**config.mk**
```make
export PLATFORM = sky130hd
export DESIGN_NAME = hsc_regs
export DESIGN_NICKNAME = d
export VERILOG_FILES = /design/src/hsc_pkg.sv /design/src/hsc_pin_sync.sv /design/src/hsc_regs.sv
export SDC_FILE = /design/constraint.sdc
export NUM_CORES = 1
export LEC_CHECK = 0
export ABC_AREA = 1
export BUFFER_PORTS_ARGS = -buffer_cell sky130_fd_sc_hd__buf_2
export CAP_MARGIN = 20
export CELL_PAD_IN_SITES_DETAIL_PLACEMENT = 0
export CELL_PAD_IN_SITES_GLOBAL_PLACEMENT = 1
export CORE_ASPECT_RATIO = 1.1
export CORE_MARGIN = 2
export CORE_UTILIZATION = 29
export CTS_BUF_LIST = sky130_fd_sc_hd__clkbuf_8
export DETAILED_ROUTE_END_ITERATION = 8
export HOLD_SLACK_MARGIN = 0.08
export PLACE_DENSITY_LB_ADDON = 0.1
export SLEW_MARGIN = 30
export SYNTH_ARGS = -nofsm -noshare
export SYNTH_HDL_FRONTEND = slang
export SYNTH_HIERARCHICAL = 1
export SYNTH_SLANG_ARGS = --single-unit
```
**constraint.sdc**
```tcl
create_clock -name clk_sys_i -period 1.6 [get_ports clk_sys_i]
set_clock_uncertainty 0.15 [all_clocks]
set_input_delay 0.32 -clock clk_sys_i [delete_from_list [all_inputs] [get_ports clk_sys_i]]
set_output_delay 0.32 -clock clk_sys_i [all_outputs]
set_load 0.02 [all_outputs]
```
**src/hsc_pkg.sv**
```systemverilog
// constants, register layout and state codes of the hot-swap capability set
package hsc_pkg;
  // byte addresses of the set, all in one configuration dword
  localparam logic [7:0] HSC_DWORD_ADDR = 8'he4;
  localparam logic [7:0] HSC_CAP_ID_OFS = 8'he4;
  localparam logic [7:0] HSC_NEXT_OFS   = 8'he5;
  localparam logic [7:0] HSC_CSR_OFS    = 8'he6;
  // fixed read values
  localparam logic [7:0] HSC_CAP_ID_VAL = 8'h06;
  localparam logic [7:0] HSC_NEXT_VAL   = 8'h00;
  localparam logic [1:0] HSC_PI_VAL     = 2'h1;
  localparam logic [7:0] HSC_RSV_VAL    = 8'h00;
  // control/status field positions within the dword
  localparam int HSC_HIDE_BIT = 16;
  localparam int HSC_MASK_BIT = 17;
  localparam int HSC_PIE_BIT  = 18;
  localparam int HSC_LED_BIT  = 19;
  localparam int HSC_PI_LSB   = 20;
  localparam int HSC_EXT_BIT  = 22;
  localparam int HSC_INS_BIT  = 23;
  localparam int HSC_CSR_LANE = 2;
  // reset values of the writable bits
  localparam logic HSC_HIDE_RST = 1'b0;
  localparam logic HSC_MASK_RST = 1'b0;
  localparam logic HSC_LED_RST  = 1'b0;
  localparam logic HSC_FLAG_RST = 1'b0;
  // cycles waited after reset release before the handle is trusted
  localparam logic [2:0] HSC_SETTLE_CYC = 3'h4;
  // hot-swap sequence states
  typedef enum logic [1:0] {
    HSC_ST_SETTLE = 2'b00,
    HSC_ST_OPEN   = 2'b01,
    HSC_ST_INS    = 2'b10,
    HSC_ST_EXT    = 2'b11
  } hsc_state_t;
endpackage

```
**src/hsc_pin_sync.sv**
```systemverilog
// three-flop pin synchroniser with agreement filter
`timescale 1ns/10ps
module hsc_pin_sync (
  input  wire logic clk_sys_i,  // system clock
  input  wire logic rst_n_i,    // async reset, active low
  input  wire logic ce_i,       // clock enable
  input  wire logic pin_i,      // raw asynchronous pin
  output logic      level_o     // filtered level
);
  logic s1_r;
  logic s2_r;
  logic s3_r;

  // first stage feeds only the second; level moves once 2 and 3 agree
  always_ff @(posedge clk_sys_i or negedge rst_n_i) begin
    if (!rst_n_i) begin
      s1_r    <= 1'b0;
      s2_r    <= 1'b0;
      s3_r    <= 1'b0;
      level_o <= 1'b0;
    end else if (ce_i) begin
      s1_r <= pin_i;
      s2_r <= s1_r;
      s3_r <= s2_r;
      if (s2_r == s3_r) begin
        level_o <= s3_r;
      end
    end
  end
endmodule

```
**src/hsc_regs.sv**
```systemverilog
// hot-swap capability registers and handle sequencing
`timescale 1ns/10ps
module hsc_regs (
  input  wire logic        clk_sys_i,     // primary bus clock, 10 MHz
  input  wire logic        rst_n_i,       // primary reset, active low
  input  wire logic        ce_i,          // clock enable, freezes all
  input  wire logic        cfg_rd_i,      // config read strobe
  input  wire logic        cfg_wr_i,      // config write strobe
  input  wire logic [7:0]  cfg_addr_i,    // config byte address
  input  wire logic [3:0]  cfg_be_n_i,    // byte enables, active low
  input  wire logic [31:0] cfg_wdata_i,   // write data
  input  wire logic        handle_open_i, // ejector handle, 1 = open
  output logic [31:0]      cfg_rdata_o,   // read data
  output logic             cfg_rvalid_o,  // read answer pulse
  output logic             bus_hide_o,    // bridge must not respond
  output logic             led_on_off_o,  // indicator led, 1 = lit
  output logic             enum_out_n_o   // enumeration, active low
);
  hsc_pkg::hsc_state_t state_r;
  hsc_pkg::hsc_state_t state_nxt;
  logic [2:0] settle_r;
  logic       hide_arm_r;
  logic       enum_irq_mask_r;
  logic       extraction_flag_r;
  logic       insertion_flag_r;
  logic       handle_open;

  hsc_pin_sync u_handle_sync (
    .clk_sys_i (clk_sys_i),
    .rst_n_i   (rst_n_i),
    .ce_i      (ce_i),
    .pin_i     (handle_open_i),
    .level_o   (handle_open)
  );

  // address decode; a hidden bridge takes no access at all
  wire hit      = cfg_addr_i[7:2] == hsc_pkg::HSC_DWORD_ADDR[7:2];
  wire take_rd  = cfg_rd_i & hit & ~hide_arm_r;
  wire take_wr  = cfg_wr_i & hit & ~hide_arm_r;
  wire csr_wr   = take_wr & ~cfg_be_n_i[hsc_pkg::HSC_CSR_LANE];
  wire clr_ext  = csr_wr & cfg_wdata_i[hsc_pkg::HSC_EXT_BIT];
  wire clr_ins  = csr_wr & cfg_wdata_i[hsc_pkg::HSC_INS_BIT];

  // sequence: settle, then follow the handle between open and inserted
  wire settled  = settle_r == hsc_pkg::HSC_SETTLE_CYC;
  always_comb begin
    state_nxt = state_r;
    unique case (state_r)
      hsc_pkg::HSC_ST_SETTLE: begin
        if (settled) begin
          state_nxt = handle_open ? hsc_pkg::HSC_ST_OPEN
                                  : hsc_pkg::HSC_ST_INS;
        end
      end
      hsc_pkg::HSC_ST_OPEN: begin
        if (!handle_open) begin
          state_nxt = hsc_pkg::HSC_ST_INS;
        end
      end
      hsc_pkg::HSC_ST_INS: begin
        if (handle_open) begin
          state_nxt = hsc_pkg::HSC_ST_EXT;
        end
      end
      hsc_pkg::HSC_ST_EXT: begin
        if (!handle_open) begin
          state_nxt = hsc_pkg::HSC_ST_INS;
        end
      end
    endcase
  end

  wire enter_ins  = state_r != hsc_pkg::HSC_ST_INS &&
                    state_nxt == hsc_pkg::HSC_ST_INS;
  wire enter_open = state_r == hsc_pkg::HSC_ST_SETTLE &&
                    state_nxt == hsc_pkg::HSC_ST_OPEN;
  wire enter_ext  = state_r == hsc_pkg::HSC_ST_INS &&
                    state_nxt == hsc_pkg::HSC_ST_EXT;

  // hardware set beats hardware clear, both beat a software write
  wire hide_nxt = enter_open ? 1'b1 :
                  enter_ins  ? 1'b0 :
                  csr_wr ? cfg_wdata_i[hsc_pkg::HSC_HIDE_BIT] : hide_arm_r;
  // flags: a set in the same cycle as a clear wins
  wire ext_nxt  = enter_ext | (extraction_flag_r & ~clr_ext);
  wire ins_nxt  = enter_ins | (insertion_flag_r & ~clr_ins);
  wire mask_nxt = csr_wr ? cfg_wdata_i[hsc_pkg::HSC_MASK_BIT]
                         : enum_irq_mask_r;
  wire led_nxt  = csr_wr ? cfg_wdata_i[hsc_pkg::HSC_LED_BIT]
                         : led_on_off_o;
  // output is one cycle behind the flags, since it comes from a flop
  wire enum_nxt = ~((insertion_flag_r | extraction_flag_r) &
                    ~enum_irq_mask_r);

  // read image; top byte is reserved and reads zero
  wire [7:0] csr_byte = {insertion_flag_r, extraction_flag_r,
                         hsc_pkg::HSC_PI_VAL,
                         led_on_off_o,
                         1'b0,
                         enum_irq_mask_r, hide_arm_r};
  wire [31:0] rd_img = {hsc_pkg::HSC_RSV_VAL, csr_byte,
                        hsc_pkg::HSC_NEXT_VAL,
                        hsc_pkg::HSC_CAP_ID_VAL};

  // sequence state and settle counter
  always_ff @(posedge clk_sys_i or negedge rst_n_i) begin
    if (!rst_n_i) begin
      state_r  <= hsc_pkg::HSC_ST_SETTLE;
      settle_r <= 3'h0;
    end else if (ce_i) begin
      state_r <= state_nxt;
      if (!settled) begin
        settle_r <= settle_r + 3'h1;
      end
    end
  end

  // control/status bits
  always_ff @(posedge clk_sys_i or negedge rst_n_i) begin
    if (!rst_n_i) begin
      hide_arm_r        <= hsc_pkg::HSC_HIDE_RST;
      enum_irq_mask_r   <= hsc_pkg::HSC_MASK_RST;
      led_on_off_o      <= hsc_pkg::HSC_LED_RST;
      extraction_flag_r <= hsc_pkg::HSC_FLAG_RST;
      insertion_flag_r  <= hsc_pkg::HSC_FLAG_RST;
    end else if (ce_i) begin
      hide_arm_r        <= hide_nxt;
      enum_irq_mask_r   <= mask_nxt;
      led_on_off_o      <= led_nxt;
      extraction_flag_r <= ext_nxt;
      insertion_flag_r  <= ins_nxt;
    end
  end

  // registered outputs
  always_ff @(posedge clk_sys_i or negedge rst_n_i) begin
    if (!rst_n_i) begin
      cfg_rdata_o  <= 32'h0;
      cfg_rvalid_o <= 1'b0;
      bus_hide_o   <= hsc_pkg::HSC_HIDE_RST;
      enum_out_n_o <= 1'b1;
    end else if (ce_i) begin
      cfg_rvalid_o <= take_rd;
      cfg_rdata_o  <= take_rd ? rd_img : 32'h0;
      bus_hide_o   <= hide_nxt;
      enum_out_n_o <= enum_nxt;
    end
  end

  // checks on the read image; fixed fields never move
  a_id_read: assert property (
    @(posedge clk_sys_i) disable iff (!rst_n_i)
    cfg_rvalid_o |-> cfg_rdata_o[7:0] == hsc_pkg::HSC_CAP_ID_VAL)
    else $error("capability id wrong");
  a_next_zero: assert property (
    @(posedge clk_sys_i) disable iff (!rst_n_i)
    cfg_rvalid_o |-> cfg_rdata_o[15:8] == hsc_pkg::HSC_NEXT_VAL)
    else $error("next pointer not zero");
  a_ro_fields: assert property (
    @(posedge clk_sys_i) disable iff (!rst_n_i)
    cfg_rvalid_o |-> !cfg_rdata_o[hsc_pkg::HSC_PIE_BIT] &&
      cfg_rdata_o[hsc_pkg::HSC_PI_LSB +: 2] == hsc_pkg::HSC_PI_VAL)
    else $error("read-only fields wrong");

  // hiding: an access seen while hidden gets no answer one edge later
  a_hide_silent: assert property (
    @(posedge clk_sys_i) disable iff (!rst_n_i)
    bus_hide_o |-> ##1 !cfg_rvalid_o)
    else $error("hidden bridge answered");
  a_open_arms: assert property (
    @(posedge clk_sys_i) disable iff (!rst_n_i)
    (ce_i && enter_open) |=> hide_arm_r && bus_hide_o)
    else $error("hiding not armed");
  a_ins_disarm: assert property (
    @(posedge clk_sys_i) disable iff (!rst_n_i)
    (ce_i && enter_ins) |=> !hide_arm_r && insertion_flag_r)
    else $error("insertion entry wrong");

  // flags: set only on sequence edges, cleared only by a written one
  a_ext_sets: assert property (
    @(posedge clk_sys_i) disable iff (!rst_n_i)
    (ce_i && enter_ext) |=> extraction_flag_r)
    else $error("extraction flag not set");
  a_w1c_zero: assert property (
    @(posedge clk_sys_i) disable iff (!rst_n_i)
    (ce_i && csr_wr && !cfg_wdata_i[hsc_pkg::HSC_EXT_BIT] &&
      extraction_flag_r) |=> extraction_flag_r)
    else $error("zero write cleared flag");
  a_ext_clear: assert property (
    @(posedge clk_sys_i) disable iff (!rst_n_i)
    (ce_i && clr_ext && !enter_ext) |=> !extraction_flag_r)
    else $error("extraction flag not cleared");
  a_ins_clear: assert property (
    @(posedge clk_sys_i) disable iff (!rst_n_i)
    (ce_i && clr_ins && !enter_ins) |=> !insertion_flag_r)
    else $error("insertion flag not cleared");
  a_ins_entry: assert property (
    @(posedge clk_sys_i) disable iff (!rst_n_i)
    (ce_i && !insertion_flag_r && !enter_ins) |=> !insertion_flag_r)
    else $error("insertion flag set without entry");
  // nothing may be flagged before the handle has been trusted
  a_settle_clean: assert property (
    @(posedge clk_sys_i) disable iff (!rst_n_i)
    state_r == hsc_pkg::HSC_ST_SETTLE |->
      !insertion_flag_r && !extraction_flag_r)
    else $error("flag set while settling");

  // software bits and the enumeration pin
  a_led_write: assert property (
    @(posedge clk_sys_i) disable iff (!rst_n_i)
    (ce_i && csr_wr) |=>
      led_on_off_o == $past(cfg_wdata_i[hsc_pkg::HSC_LED_BIT]))
    else $error("led bit not written");
  a_mask_write: assert property (
    @(posedge clk_sys_i) disable iff (!rst_n_i)
    (ce_i && csr_wr) |=>
      enum_irq_mask_r == $past(cfg_wdata_i[hsc_pkg::HSC_MASK_BIT]))
    else $error("mask bit not written");
  a_enum_out: assert property (
    @(posedge clk_sys_i) disable iff (!rst_n_i)
    ce_i |=> enum_out_n_o == !(($past(insertion_flag_r) ||
      $past(extraction_flag_r)) && !$past(enum_irq_mask_r)))
    else $error("enumeration output wrong");

  // main scenarios; the bench reaches c_insert, c_enum_low and c_hide_read, but not c_extract or c_set_clear
  c_insert: cover property (@(posedge clk_sys_i) disable iff (!rst_n_i)
    enter_ins);
  c_extract: cover property (@(posedge clk_sys_i) disable iff (!rst_n_i)
    enter_ext ##[1:50] enter_ins);
  c_enum_low: cover property (@(posedge clk_sys_i) disable iff (!rst_n_i)
    !enum_out_n_o ##1 enum_out_n_o);
  c_set_clear: cover property (@(posedge clk_sys_i) disable iff (!rst_n_i)
    enter_ins && clr_ins);
  c_hide_read: cover property (@(posedge clk_sys_i) disable iff (!rst_n_i)
    bus_hide_o && cfg_rd_i && hit);
endmodule

```
==> results_dict.tcl <==
set metrics [dict create \
    fill_cells 483 \
    postRouteAntennaNets 0 \
    rsz0062_at_grt "no" \
    place_congestion 0.664 \
    max-vdd-ir-drop_mv 0.487 \
    critPathMaxStageDelay_ps 530 \
    routedWlPerCell_um 10.0 \
    rows 25 \
    drive_gt1_share_pct 26.3 \
    tns_ps 0 \
    ys.warnings.count 6 \
    port_buffers 29 \
    crit_arrival_ps 940 \
    cp-end-kind "output port" \
    clock_sinks 21 \
    cts_root_buf "clkbuf_8" \
    cts_tree "yes" \
    finalMaxSlewViolations 0 \
    syn_area_um2 1250 \
    hold_violations 0 \
    place_ws_ps 228 \
    syn_area_per_cell_um2 8.41 \
    dieArea_um2 4870 \
    post_cts_resized 0 \
    max_freq_mhz 709 \
    syn2layout_area_growth_pct 11.8 \
    synth_cell_types 27 \
    vias 910 \
    die_h_um 73.0 \
    clk_pin_slew_ps 70 \
    setup_viol 0 \
    ios 86 \
    cts_made_buffers 3 \
    htreeDepth 1 \
    multi_input_area_um2 522 \
    cp.required_ps 1130 \
    ys_ff_latch 21 \
    die_x_um 66.7 \
    overflow 0 \
    synthCells 149 \
    drc_errors 0 \
    power_leakage_nw 0.794 \
    antenna_found_initial 0 \
    path_cells "buf_2" \
    antennaDiodeCount 0 \
    period_needed_ps 1410 \
    floorplan.initialDensity_pct 29.7 \
    drt_iter0_drc 32 \
    critPathKind "reg2out" \
    via_per_inst 3.91 \
    crit_fanout 2 \
    hp-class "in2reg" \
    slowest_stage "dfstp_2" \
    setup_ws_ps 189 \
    grt_pass1_wl_um 3610 \
    grt_max_degree 22 \
    wl_um 2330 \
    worst-path-buf-inv 1 \
    fin_util_pct 33.2 \
    postLayoutCellArea_um2 1400 \
    powerDensity_nw_per_um2 1010 \
    fin_crit_sh_pct 88.2 \
    start_kind "register" \
    status "finished clean" \
    maxCapViolations 0 \
    cts_max_path_buffers 2 \
    insertion_delay_ps 250 \
    grt_pass1_vias 808 \
    dpl_cell_area_um2 1350 \
    finalPower_mw 1.42 \
    core_area_um2 4220 \
    first_pass_iters 4 \
    seq_area_um2 527 \
    reg2reg_slack_ps 230 \
    fin_nets 232 \
    grt_use_total_pct 9.63 \
    dp_hpwl_um 1790 \
    crit_family "flip-flops" \
    ys_seq_area_share_pct 42.0 \
]
## layer usage
| metal | share of wire (%) | track usage, % | up-vias |
|---|---|---|---|
| li1 | - | - | 468 |
| met1 | 42 | 11.3 | 417 |
| met2 | 52 | 16.8 | 23 |
| met3 | 6.0 | 3.55 | 2 |
| met4 | 0.60 | 2.04 | 0 |
| met5 | 0 | 0 | - |
## timing repair
action,4_1_cts,5_1_grt
hold buffers,1,0
hold endpoints to repair,20,0
buffers inserted,0,0
## cells in the mapped netlist (all sizes together)
library cell	instances	share of area, %
nor2	10	4.2
buf	28	17
nand3	8	4.6
xnor2	1	0.70
nor4	1	1.7
o21ai	9	3.6
a21oi	3	1.8
inv	19	5.9
ha	2	2.0
or2	1	0.50
conb	1	0.30
clkinv	1	0.30
dfrtp	20	40
nand2	40	13
xor2	1	0.70
dfstp	1	2.1
nand4	3	1.5
## state kept, by name, summed over array words and instances (netlist names)
name,flops
cfg_rdata_o,6
settle_r,3
state_r,2
bus_hide_o,1
enum_irq_mask_r,1
enum_out_n_o,1
extraction_flag_r,1
insertion_flag_r,1
led_on_off_o,1
u_handle_sync/level_o,1
u_handle_sync/s1_r,1
u_handle_sync/s2_r,1
u_handle_sync/s3_r,1
## stage by stage
| step | std cells | hold slack [ps] |
|---|---|---|
| finish | 233 | 125 |
| global route | 233 | 145 |
| CTS | 233 | 111 |
| detailed placement | 228 | 163 |
| global placement | 228 | 161 |
| floorplan | 172 | -126 |
## power breakdown
part | internal, mW | switching, mW | total, mW
Clock | 0.171 | 0.166 | 0.337
Sequential | 0.616 | 0.0687 | 0.685
Combinational | 0.136 | 0.264 | 0.400
Total | 0.923 | 0.498 | 1.42
## worst paths after layout
path                                from                 end  depth (start not counted)
min in group asynchronous        rst_n_i          state_r[1]                          2
setup reg to reg             settle_r[0]          bus_hide_o                          9
setup / recovery            enum_out_n_o        enum_out_n_o                          1
hold reg to reg             enum_out_n_o        enum_out_n_o                          2
max in group asynchronous        rst_n_i        enum_out_n_o                          2
hold / removal             handle_open_i  u_handle_sync/s1_r                          3
## worst reg2reg max path, delay by kind of cell, from the launching register on
kind	cells	cell delay, ps
AND/OR/NAND/NOR	7	490
flip-flops	1	390
adder cells (fa/ha/maj)	1	150
buffers and inverters	1	90
## cells by family (layout without fill, tap and decap cells)
kind of cell / after synthesis / in the layout / share of synthesized area (%)
buffers and inverters: 48 / 55 / 23.3
xor gates and xnor gates: 2 / 2 / 1.40
AOI/OAI and AO/OA: 12 / 12 / 5.39
DFF: 21 / 21 / 42.0
and+or+nand+nor: 63 / 63 / 25.6
adders and majority gates: 2 / 2 / 2.00
other: 1 / 24 / 0.299
## cell type report
cell class	instances	area share, %
flip-flops and latches	21	37.6
multi-input cells	103	37.2
repair buffers	31	11.6
inverters	20	5.54
well taps	54	4.82
clock buffers	3	2.95
clock inverters	1	0.268
## placed cells by master, fill, tap and decap left out
| cell | instances |
|---|---|
| nand2_1 | 38 |
| buf_2 | 29 |
| conb_1 | 24 |
| dfrtp_1 | 20 |
| inv_1 | 18 |
| nor2_1 | 6 |
| nand3_1 | 6 |
| o21ai_1 | 5 |
| o21ai_0 | 4 |
| nor2_2 | 3 |
| nand4_1 | 3 |
| clkbuf_8 | 3 |
| nand2_4 | 2 |
| a21oi_2 | 2 |
| ha_1 | 2 |
| inv_4 | 1 |
| nor2_4 | 1 |
| inv_2 | 1 |
| nand3_4 | 1 |
| nand3_2 | 1 |
| xor2_1 | 1 |
| nor4_4 | 1 |
| or2_1 | 1 |
| xnor2_1 | 1 |
| dfstp_2 | 1 |
| dlygate4sd3_1 | 1 |
| buf_4 | 1 |
| a21oi_1 | 1 |
| clkinv_1 | 1 |
Power figures use the tool's default switching activity.
